--- src/gauge_pkg.sv ---
// shared constants for the fuel gauge tuning bank
package gauge_pkg;
   // register indices; byte address is four times the index
   localparam logic [9:0]  IDX_TUNING_THREE  = 10'h0eb;
   localparam logic [9:0]  IDX_TUNING_FOUR   = 10'h0ec;
   localparam logic [9:0]  IDX_TUNING_FIVE   = 10'h0ed;
   localparam logic [11:0] ADDR_TUNING_THREE = {IDX_TUNING_THREE, 2'b00};
   localparam logic [11:0] ADDR_TUNING_FOUR  = {IDX_TUNING_FOUR, 2'b00};
   localparam logic [11:0] ADDR_TUNING_FIVE  = {IDX_TUNING_FIVE, 2'b00};
   localparam logic [7:0]  RESET_TUNING_THREE = 8'h00;
   localparam logic [7:0]  RESET_TUNING_FOUR  = 8'h00;
   localparam logic [7:0]  RESET_TUNING_FIVE  = 8'h00;
   // field positions
   localparam int CUR_COND_BIT   = 3;
   localparam int PCT_THR_LSB    = 0;
   localparam int INCL_OFS_BIT   = 7;
   localparam int SMOOTH_OFS_BIT = 6;
   localparam int PWRON_CALC_BIT = 5;
   localparam int VMIN_LSB       = 3;
   localparam int CAL_OFS_LSB    = 0;
   localparam int RATE_EN_BIT    = 7;
   localparam int FAST_SEL_BIT   = 6;
   localparam int MID_SEL_LSB    = 4;
   localparam int SLOW_SEL_LSB   = 2;
   localparam int FIXED_SEL_LSB  = 0;
   // thresholds
   localparam logic [11:0] CUR_MIN_HIGH_MA = 12'h12c;
   localparam logic [11:0] CUR_MIN_LOW_MA  = 12'h096;
   localparam logic [12:0] VMIN_3400_MV    = 13'hd48;
   localparam logic [12:0] VMIN_3500_MV    = 13'hdac;
   localparam logic [12:0] VMIN_3600_MV    = 13'he10;
   localparam logic [12:0] VMIN_3700_MV    = 13'he74;
   localparam logic [2:0]  PCT_THR_FLIP    = 3'h4;
   localparam logic [4:0]  CAL_ADD_HIGH    = 5'h07;
   localparam logic [4:0]  CAL_ADD_LOW     = 5'h03;
   // update intervals in seconds
   localparam logic [7:0] UPD_15_S  = 8'h0f;
   localparam logic [7:0] UPD_30_S  = 8'h1e;
   localparam logic [7:0] UPD_45_S  = 8'h2d;
   localparam logic [7:0] UPD_60_S  = 8'h3c;
   localparam logic [7:0] UPD_75_S  = 8'h4b;
   localparam logic [7:0] UPD_120_S = 8'h78;
   localparam logic [7:0] UPD_180_S = 8'hb4;
   localparam logic [7:0] UPD_240_S = 8'hf0;
   // rate classes
   localparam logic [1:0] RATE_SLOW = 2'h0;
   localparam logic [1:0] RATE_MID  = 2'h1;
   localparam logic [1:0] RATE_FAST = 2'h2;
   // timing
   localparam int unsigned CLK_PERIOD_NS     = 10;
   localparam int unsigned ONE_SECOND_NS     = 1000000000;
   localparam int unsigned CYCLES_PER_SECOND = ONE_SECOND_NS / CLK_PERIOD_NS;
endpackage : gauge_pkg

--- src/gauge_link_if.sv ---
// signals between the tuning bank and its helper modules
`timescale 1ns/1ns
interface gauge_link_if;
   logic        sec_tick;
   logic [11:0] raw_current;
   logic [11:0] offset_term;
   logic        sample_valid;
   logic        include_offset;
   logic        smooth_offset;
   logic [11:0] reported_current;
   logic        reported_valid;
   modport divider (output sec_tick);
   modport offset_path (input raw_current, offset_term, sample_valid, include_offset, smooth_offset,
                        output reported_current, reported_valid);
   modport core (input sec_tick, reported_current, reported_valid,
                 output raw_current, offset_term, sample_valid, include_offset, smooth_offset);
endinterface : gauge_link_if

--- src/second_divider.sv ---
// one-second enable pulse from the bus clock
`timescale 1ns/1ns
module second_divider
#(
   parameter int unsigned cycles_per_second = gauge_pkg::CYCLES_PER_SECOND
)
(
   input  wire logic  pclk,
   input  wire logic  presetn,
   gauge_link_if.divider link
);
   typedef struct packed {
      logic [26:0] count;
      logic        tick;
   } div_state_t;

   div_state_t state;
   div_state_t next_state;

   always_comb
   begin
      next_state = state;
      next_state.tick = 1'b0;
      if (state.count == 27'(cycles_per_second - 1))
      begin
         next_state.count = 27'h0000000;
         next_state.tick = 1'b1;
      end
      else
      begin
         next_state.count = state.count + 27'h0000001;
      end
   end

   always_ff @(posedge pclk or negedge presetn)
   begin
      if (!presetn)
         state <= '0;
      else
         state <= next_state;
   end

   assign link.sec_tick = state.tick;
endmodule : second_divider

--- src/current_offset_path.sv ---
// current sample offset removal with optional smoothing
`timescale 1ns/1ns
module current_offset_path
(
   input  wire logic      pclk,
   input  wire logic      presetn,
   gauge_link_if.offset_path link
);
   typedef struct packed {
      logic [11:0] smoothed;
      logic [11:0] reported;
      logic        valid;
   } ofs_state_t;

   ofs_state_t  state;
   ofs_state_t  next_state;
   logic [14:0] acc;
   logic [11:0] new_offset;

   always_comb
   begin
      next_state = state;
      next_state.valid = 1'b0;
      // seven eighths old plus one eighth new; first samples ramp up from zero
      acc = ({state.smoothed, 3'b000} - {3'b000, state.smoothed}) + {3'b000, link.offset_term};
      new_offset = link.smooth_offset ? acc[14:3] : link.offset_term;
      if (link.sample_valid)
      begin
         next_state.smoothed = new_offset;
         next_state.reported = link.raw_current - (link.include_offset ? new_offset : 12'h000);
         next_state.valid = 1'b1;
      end
   end

   always_ff @(posedge pclk or negedge presetn)
   begin
      if (!presetn)
         state <= '0;
      else
         state <= next_state;
   end

   assign link.reported_current = state.reported;
   assign link.reported_valid = state.valid;
endmodule : current_offset_path

--- src/fuel_gauge_tuning_config.sv ---
// fuel gauge tuning register bank with apb slave and the decisions it steers
//
// The APB interface to the registers was chosen for this implementation.
`timescale 1ns/1ns
module fuel_gauge_tuning_config
#(
   parameter int unsigned cycles_per_second = gauge_pkg::CYCLES_PER_SECOND
)
(
   input  wire logic        pclk,
   input  wire logic        presetn,
   input  wire logic        psel,
   input  wire logic        penable,
   input  wire logic        pwrite,
   input  wire logic [11:0] paddr,
   input  wire logic [31:0] pwdata,
   input  wire logic [3:0]  pstrb,
   output logic      [31:0] prdata,
   output logic             pready,
   output logic             pslverr,
   input  wire logic [11:0] battery_current_ma,
   input  wire logic [12:0] battery_voltage_mv,
   input  wire logic        resistance_calc_request,
   input  wire logic [6:0]  rest_pct_change,
   input  wire logic        power_on_from_off,
   input  wire logic [3:0]  base_threshold,
   input  wire logic [1:0]  rate_class,
   input  wire logic [11:0] raw_current,
   input  wire logic [11:0] first_current_offset,
   input  wire logic        sample_valid,
   output logic             resistance_calc_start,
   output logic             resistance_recalibrate,
   output logic             resistance_power_on_calc,
   output logic      [4:0]  counter_cal_threshold,
   output logic      [7:0]  update_interval_s,
   output logic             percent_update,
   output logic      [11:0] reported_current,
   output logic             reported_valid
);
   typedef struct packed {
      logic [7:0]  tuning_three;
      logic [7:0]  tuning_four;
      logic [7:0]  tuning_five;
      logic [31:0] prdata;
      logic        calc_start;
      logic        recal;
      logic        power_on_calc;
      logic [4:0]  cal_threshold;
      logic [7:0]  interval;
      logic [7:0]  sec_count;
      logic        percent_update;
   } core_state_t;

   core_state_t state;
   core_state_t next_state;
   logic        hit_three;
   logic        hit_four;
   logic        hit_five;
   logic        mapped;
   logic        current_ok;
   logic        voltage_ok;
   logic [2:0]  pct_threshold;

   gauge_link_if link ();

   function automatic logic [12:0] min_voltage(input logic [1:0] code);
      logic [12:0] v;
      v = gauge_pkg::VMIN_3500_MV;
      unique case (code)
         2'b00: v = gauge_pkg::VMIN_3500_MV;
         2'b01: v = gauge_pkg::VMIN_3600_MV;
         2'b10: v = gauge_pkg::VMIN_3700_MV;
         2'b11: v = gauge_pkg::VMIN_3400_MV;
      endcase
      return v;
   endfunction : min_voltage

   function automatic logic [7:0] pick_interval(input logic [7:0] five, input logic [1:0] rate);
      logic [7:0] t;
      t = gauge_pkg::UPD_30_S;
      if (!five[gauge_pkg::RATE_EN_BIT])
      begin
         unique case (five[gauge_pkg::FIXED_SEL_LSB +: 2])
            2'b00: t = gauge_pkg::UPD_30_S;
            2'b01: t = gauge_pkg::UPD_45_S;
            2'b10: t = gauge_pkg::UPD_60_S;
            2'b11: t = gauge_pkg::UPD_15_S;
         endcase
      end
      else if (rate == gauge_pkg::RATE_FAST)
      begin
         t = five[gauge_pkg::FAST_SEL_BIT] ? gauge_pkg::UPD_15_S : gauge_pkg::UPD_30_S;
      end
      else if (rate == gauge_pkg::RATE_MID)
      begin
         unique case (five[gauge_pkg::MID_SEL_LSB +: 2])
            2'b00: t = gauge_pkg::UPD_60_S;
            2'b01: t = gauge_pkg::UPD_75_S;
            2'b10: t = gauge_pkg::UPD_30_S;
            2'b11: t = gauge_pkg::UPD_45_S;
         endcase
      end
      else
      begin
         unique case (five[gauge_pkg::SLOW_SEL_LSB +: 2])
            2'b00: t = gauge_pkg::UPD_120_S;
            2'b01: t = gauge_pkg::UPD_180_S;
            2'b10: t = gauge_pkg::UPD_240_S;
            2'b11: t = gauge_pkg::UPD_60_S;
         endcase
      end
      return t;
   endfunction : pick_interval

   assign hit_three = paddr == gauge_pkg::ADDR_TUNING_THREE;
   assign hit_four = paddr == gauge_pkg::ADDR_TUNING_FOUR;
   assign hit_five = paddr == gauge_pkg::ADDR_TUNING_FIVE;
   assign mapped = hit_three | hit_four | hit_five;

   // rate class 3 is not defined and falls to the slow table
   assign current_ok = battery_current_ma >= (state.tuning_three[gauge_pkg::CUR_COND_BIT] ?
                       gauge_pkg::CUR_MIN_LOW_MA : gauge_pkg::CUR_MIN_HIGH_MA);
   assign voltage_ok = battery_voltage_mv >= min_voltage(state.tuning_four[gauge_pkg::VMIN_LSB +: 2]);
   // codes 000..011 map to 4..7 and 100..111 to 0..3, so flipping the top bit decodes it
   assign pct_threshold = state.tuning_three[gauge_pkg::PCT_THR_LSB +: 3] ^ gauge_pkg::PCT_THR_FLIP;

   always_comb
   begin
      next_state = state;
      next_state.percent_update = 1'b0;
      next_state.power_on_calc = 1'b0;
      // read data captured in setup so the access phase answers from a flop
      if (psel && !penable)
      begin
         next_state.prdata = 32'h00000000;
         if (hit_three)
            next_state.prdata[7:0] = state.tuning_three;
         if (hit_four)
            next_state.prdata[7:0] = state.tuning_four;
         if (hit_five)
            next_state.prdata[7:0] = state.tuning_five;
      end
      if (psel && penable && pwrite && pstrb[0])
      begin
         if (hit_three)
            next_state.tuning_three = pwdata[7:0];
         if (hit_four)
            next_state.tuning_four = pwdata[7:0];
         if (hit_five)
            next_state.tuning_five = pwdata[7:0];
      end
      next_state.calc_start = resistance_calc_request && current_ok && voltage_ok;
      next_state.recal = rest_pct_change > {4'h0, pct_threshold};
      next_state.power_on_calc = power_on_from_off && state.tuning_four[gauge_pkg::PWRON_CALC_BIT];
      next_state.cal_threshold = {1'b0, base_threshold}
         + (state.tuning_four[gauge_pkg::CAL_OFS_LSB + 2] ? gauge_pkg::CAL_ADD_LOW : gauge_pkg::CAL_ADD_HIGH)
         + {3'b000, state.tuning_four[gauge_pkg::CAL_OFS_LSB +: 2]};
      next_state.interval = pick_interval(state.tuning_five, rate_class);
      // an interval shortened below the running count fires on the next second
      if (link.sec_tick)
      begin
         if ({1'b0, state.sec_count} + 9'h001 >= {1'b0, state.interval})
         begin
            next_state.sec_count = 8'h00;
            next_state.percent_update = 1'b1;
         end
         else
         begin
            next_state.sec_count = state.sec_count + 8'h01;
         end
      end
   end

   always_ff @(posedge pclk or negedge presetn)
   begin
      if (!presetn)
      begin
         state <= '0;
         state.tuning_three <= gauge_pkg::RESET_TUNING_THREE;
         state.tuning_four <= gauge_pkg::RESET_TUNING_FOUR;
         state.tuning_five <= gauge_pkg::RESET_TUNING_FIVE;
      end
      else
      begin
         state <= next_state;
      end
   end

   assign prdata = state.prdata;
   assign pready = 1'b1;
   assign pslverr = psel && penable && !mapped;
   assign resistance_calc_start = state.calc_start;
   assign resistance_recalibrate = state.recal;
   assign resistance_power_on_calc = state.power_on_calc;
   assign counter_cal_threshold = state.cal_threshold;
   assign update_interval_s = state.interval;
   assign percent_update = state.percent_update;
   assign reported_current = link.reported_current;
   assign reported_valid = link.reported_valid;

   assign link.raw_current = raw_current;
   assign link.offset_term = first_current_offset;
   assign link.sample_valid = sample_valid;
   assign link.include_offset = !state.tuning_four[gauge_pkg::INCL_OFS_BIT];
   assign link.smooth_offset = !state.tuning_four[gauge_pkg::SMOOTH_OFS_BIT];

   second_divider #(.cycles_per_second(cycles_per_second)) u_divider
   (
      .pclk    (pclk),
      .presetn (presetn),
      .link    (link.divider)
   );

   current_offset_path u_offset
   (
      .pclk    (pclk),
      .presetn (presetn),
      .link    (link.offset_path)
   );
endmodule : fuel_gauge_tuning_config

--- config.mk ---
export PLATFORM = sky130hd
export DESIGN_NAME = fuel_gauge_tuning_config
export DESIGN_NICKNAME = d
export VERILOG_FILES = /design/src/gauge_pkg.sv /design/src/gauge_link_if.sv /design/src/second_divider.sv /design/src/current_offset_path.sv /design/src/fuel_gauge_tuning_config.sv
export SDC_FILE = /design/constraint.sdc
export NUM_CORES = 1
export LEC_CHECK = 0
export ABC_AREA = 1
export BUFFER_PORTS_ARGS = -buffer_cell sky130_fd_sc_hd__buf_2
export CAP_MARGIN = 20
export CORE_ASPECT_RATIO = 1.5
export CORE_UTILIZATION = 35
export CTS_CLUSTER_DIAMETER = 100
export DETAILED_ROUTE_END_ITERATION = 10
export GPL_TIMING_DRIVEN = 0
export PLACE_DENSITY = 0.6
export SYNTH_ARGS = -nofsm -noshare
export SYNTH_HDL_FRONTEND = slang
export SYNTH_SLANG_ARGS = --single-unit
export TNS_END_PERCENT = 20
--- constraint.sdc ---
create_clock -name pclk -period 3.9 [get_ports pclk]
set_input_delay 0.585 -clock pclk [delete_from_list [all_inputs] [get_ports pclk]]
set_output_delay 0.585 -clock pclk [all_outputs]
set_load 0.05 [all_outputs]
==> metrics.cfg <==
[setup_path]
path_class = flip-flop to flip-flop
rr_worst_depth = 19
required_ps = 4200
worstSetupEndpoint = u_offset.link.reported_current[9]
r2r_end = u_offset.link.reported_current[9]
cp_data_arrival_time_ps = 3980
start_kind = flip-flop
rr_startpoint = u_offset.state[15]
worstSetupStartpoint = u_offset.state[15]
reg2reg_slack_ps = 220
worstSetupEndpointType = flip-flop
crit_fanout = 5

[timing]
slew_viol_final = 0
rsz0062_at_grt = no
skew_ps = 12.2
hold_slack_ps = 52.2
relSlewSlack = 0.421
finalCritPeriodShare = 0.944
tightest_slew_ps = 865
period_minus_slack_ps = 3680
setup_violations = 0
hold_viol = 0
max_freq_ghz = 0.272

[synth]
synth_top_family_by_area = simple AND/OR/NAND/NOR gates
ys_ff_latch = 110
ys.warnings.count = 0
postSynthCellCount = 1025
synth_area_per_cell_sq_um = 7.86
synth_cell_types = 47
synthAdderAreaFrac = 0.142
synth-compound-area-share = 0.106
yosys.area_share.simple = 0.225
synth_edf_count = 0
ys_seq_area_frac = 0.342
synthFlopType = dfrtp_1
syn_area_sq_um = 8050
muxShareOfSynthArea = 0.00979
synth_xor_area_frac = 0.0283
async_reset_ff_frac = 1.00

[pwr]
ir_drop_uv = 609
p_clk_frac = 0.119
p_seq_frac = 0.168
p_sw_mw = 3.99
p_per_area_nw_per_um2 = 850
p_int_mw = 4.29
comb_power_share = 0.712
p_sw_frac = 0.482
p_leak_nw = 5.14

[cells_and_area]
drive_gt1_frac = 0.231
postLayoutCoreUtil = 0.434
area_growth_pct = 21.1
final_common_cell = nand2_1
num_antenna_cells = 0
fin_nets = 1396
fill_cells = 2318
final_cell_mix = nand2_1, inv_1, buf_2
ff_latch_area_sq_um = 2750
multi_input_area_sq_um = 4470

[hold_path]
hold_path.class = input port to async pin

[clock_network]
root_buffer = clkbuf_16
insertion_delay_ps = 370
path_clk_slew_ps = 80
h-tree-depth = 3
cts_tree = yes
clock-sinks = 110
cts_buffers = 9
ctsLongestPathBuffers = 2

[detailed_routing]
routed_wl_mm = 20.3
drt_pre_antenna_iters = 4
first_iter_violations = 299
drc = 0
postRouteAntennaNets = 0
avgRoutedWirePerCell_um = 13.8
vias = 7090
routed_via_density = 4.81

[global_routing]
antenna_found_initial = 1
grt_pass1_vias = 7093
grt-ovfl-total = 0
grt_pass1_wl_mm = 34.0
grt_max_degree = 91
grt_util_all_layers = 0.181

[floorplan]
num_rows = 67
die-width_um = 126
die-area_sq_um = 23600
die_y_um = 188
core-area_sq_um = 22500
io_pins = 182
initial_core_util = 0.358

[place]
place.port_buffers = 129
place.gp.congestion = 0.911
hpwlAfterDp_mm = 16.2

[run_status]
outcome = finished, final reports clean

[job]
drv_cap = 0

[kinds of logic after synthesis]
logic type                 after synthesis
and+or+nand+nor                        390
buffers and inverters                  253
AOI/OAI and AO/OA                      152
DFF                                    110
adders and majority gates               85
xor gates and xnor gates                26
muxes                                    7
other                                    2
[area by class of cell]
| class | count | share of cell area |
|---|---|---|
| clock inverter | 7 | 0.00847 |
| tap | 276 | 0.0354 |
| multi-input combinational | 685 | 0.458 |
| buffer | 68 | 0.0485 |
| sequential | 110 | 0.282 |
| timing repair buffer | 134 | 0.0728 |
| clock buffer | 9 | 0.0231 |
| inverter | 185 | 0.0712 |
[worst min path at each step]
| stage | to | slack, ps | depth (start not counted) |
|---|---|---|---|
| 2_1_floorplan | counter_cal_threshold[0] | 290 | 0 |
| 3_3_place_gp | u_offset.link.reported_current[2] | 470 | 2 |
| 3_5_place_dp | percent_update | 450 | 1 |
| 4_1_cts | percent_update | 50 | 1 |
| 5_1_grt | percent_update | 50 | 1 |
| 6_report | percent_update | 50 | 1 |
[synth_stat cells (all sizes together), types with 8 or more instances]
library cell / number / area (sq um)
nand2: 198 / 748
inv: 184 / 691
dfrtp: 110 / 2750
o21ai: 81 / 409
ha: 74 / 926
buf: 58 / 435
nand3: 55 / 275
nor2: 55 / 206
a21oi: 35 / 175
nor3: 25 / 163
nand4: 21 / 153
xor2: 20 / 175
nor4: 17 / 143
or2: 12 / 75.1
fa: 11 / 220
clkbuf: 10 / 37.5
o221ai: 8 / 70.1
[through the flow]
| stage | instance area, sq um | TNS (ps) | std cells | worst slack, ps | power [mW] |
|---|---|---|---|---|---|
| floorplan | 8140 | 0 | 1048 | 83.7 | 5.07 |
| global placement | 9130 | -2350 | 1453 | -545 | 6.02 |
| detailed placement | 9160 | -2650 | 1454 | -574 | 6.13 |
| CTS | 9590 | 0 | 1472 | 2.57 | 7.72 |
| global route | 9750 | 0 | 1474 | 3.55 | 9.02 |
| finish | 9750 | 0 | 1474 | 217 | 8.29 |
[power groups by stage]
stage | logic [mW] | registers [mW] | clock network, mW
4_1_cts | 5.29 | 1.40 | 1.03
3_5_place_dp | 4.71 | 1.41 | 0
5_1_grt | 6.54 | 1.41 | 1.06
6_report | 5.90 | 1.39 | 0.989
2_1_floorplan | 3.68 | 1.40 | 0
3_3_place_gp | 4.61 | 1.41 | 0
[worst max-delay path: stages (launching register included)]
cell	delay [ps]
dfrtp_1	350
inv_1	80
fa_1	510
inv_1	70
ha_4	290
nand2_2	80
o21ai_2	150
a21oi_1	80
or2_2	290
nand3_1	70
o21ai_0	110
or2_2	320
ha_4	310
nand2_1	110
nor2_4	140
a21oi_2	80
nor2_1	100
nor2_1	60
or2_2	270
a31oi_1	130
[sequential cells by signal, indices dropped and copies added, names as in the netlist, 2 cells and up]
register                        flops
prdata                              8
state                              30
u_offset.state                     12
update_interval_s                   8
pct_threshold                       2
u_offset.link.reported_current     12
u_divider.state                    27
counter_cal_threshold               5
[repair_timing]
action / 4_1_cts / 5_1_grt
resized for setup: 20 / 28
hold buffers: 0 / 0
pin swaps: 3 / 6
endpoints found under the setup margin: 5 / 4
buffers inserted: 2 / 2
[metal layers]
metal | track usage | routed length (um) | part of all wire | vias up
met5 | 0 | 10 | 0.00049 | -
met4 | 0.0672 | 432 | 0.021 | 2
met3 | 0.0288 | 794 | 0.039 | 29
met2 | 0.351 | 11000 | 0.54 | 149
met1 | 0.195 | 8040 | 0.40 | 3326
li1 | - | - | - | 3584
(Power assumes the default switching activity.)
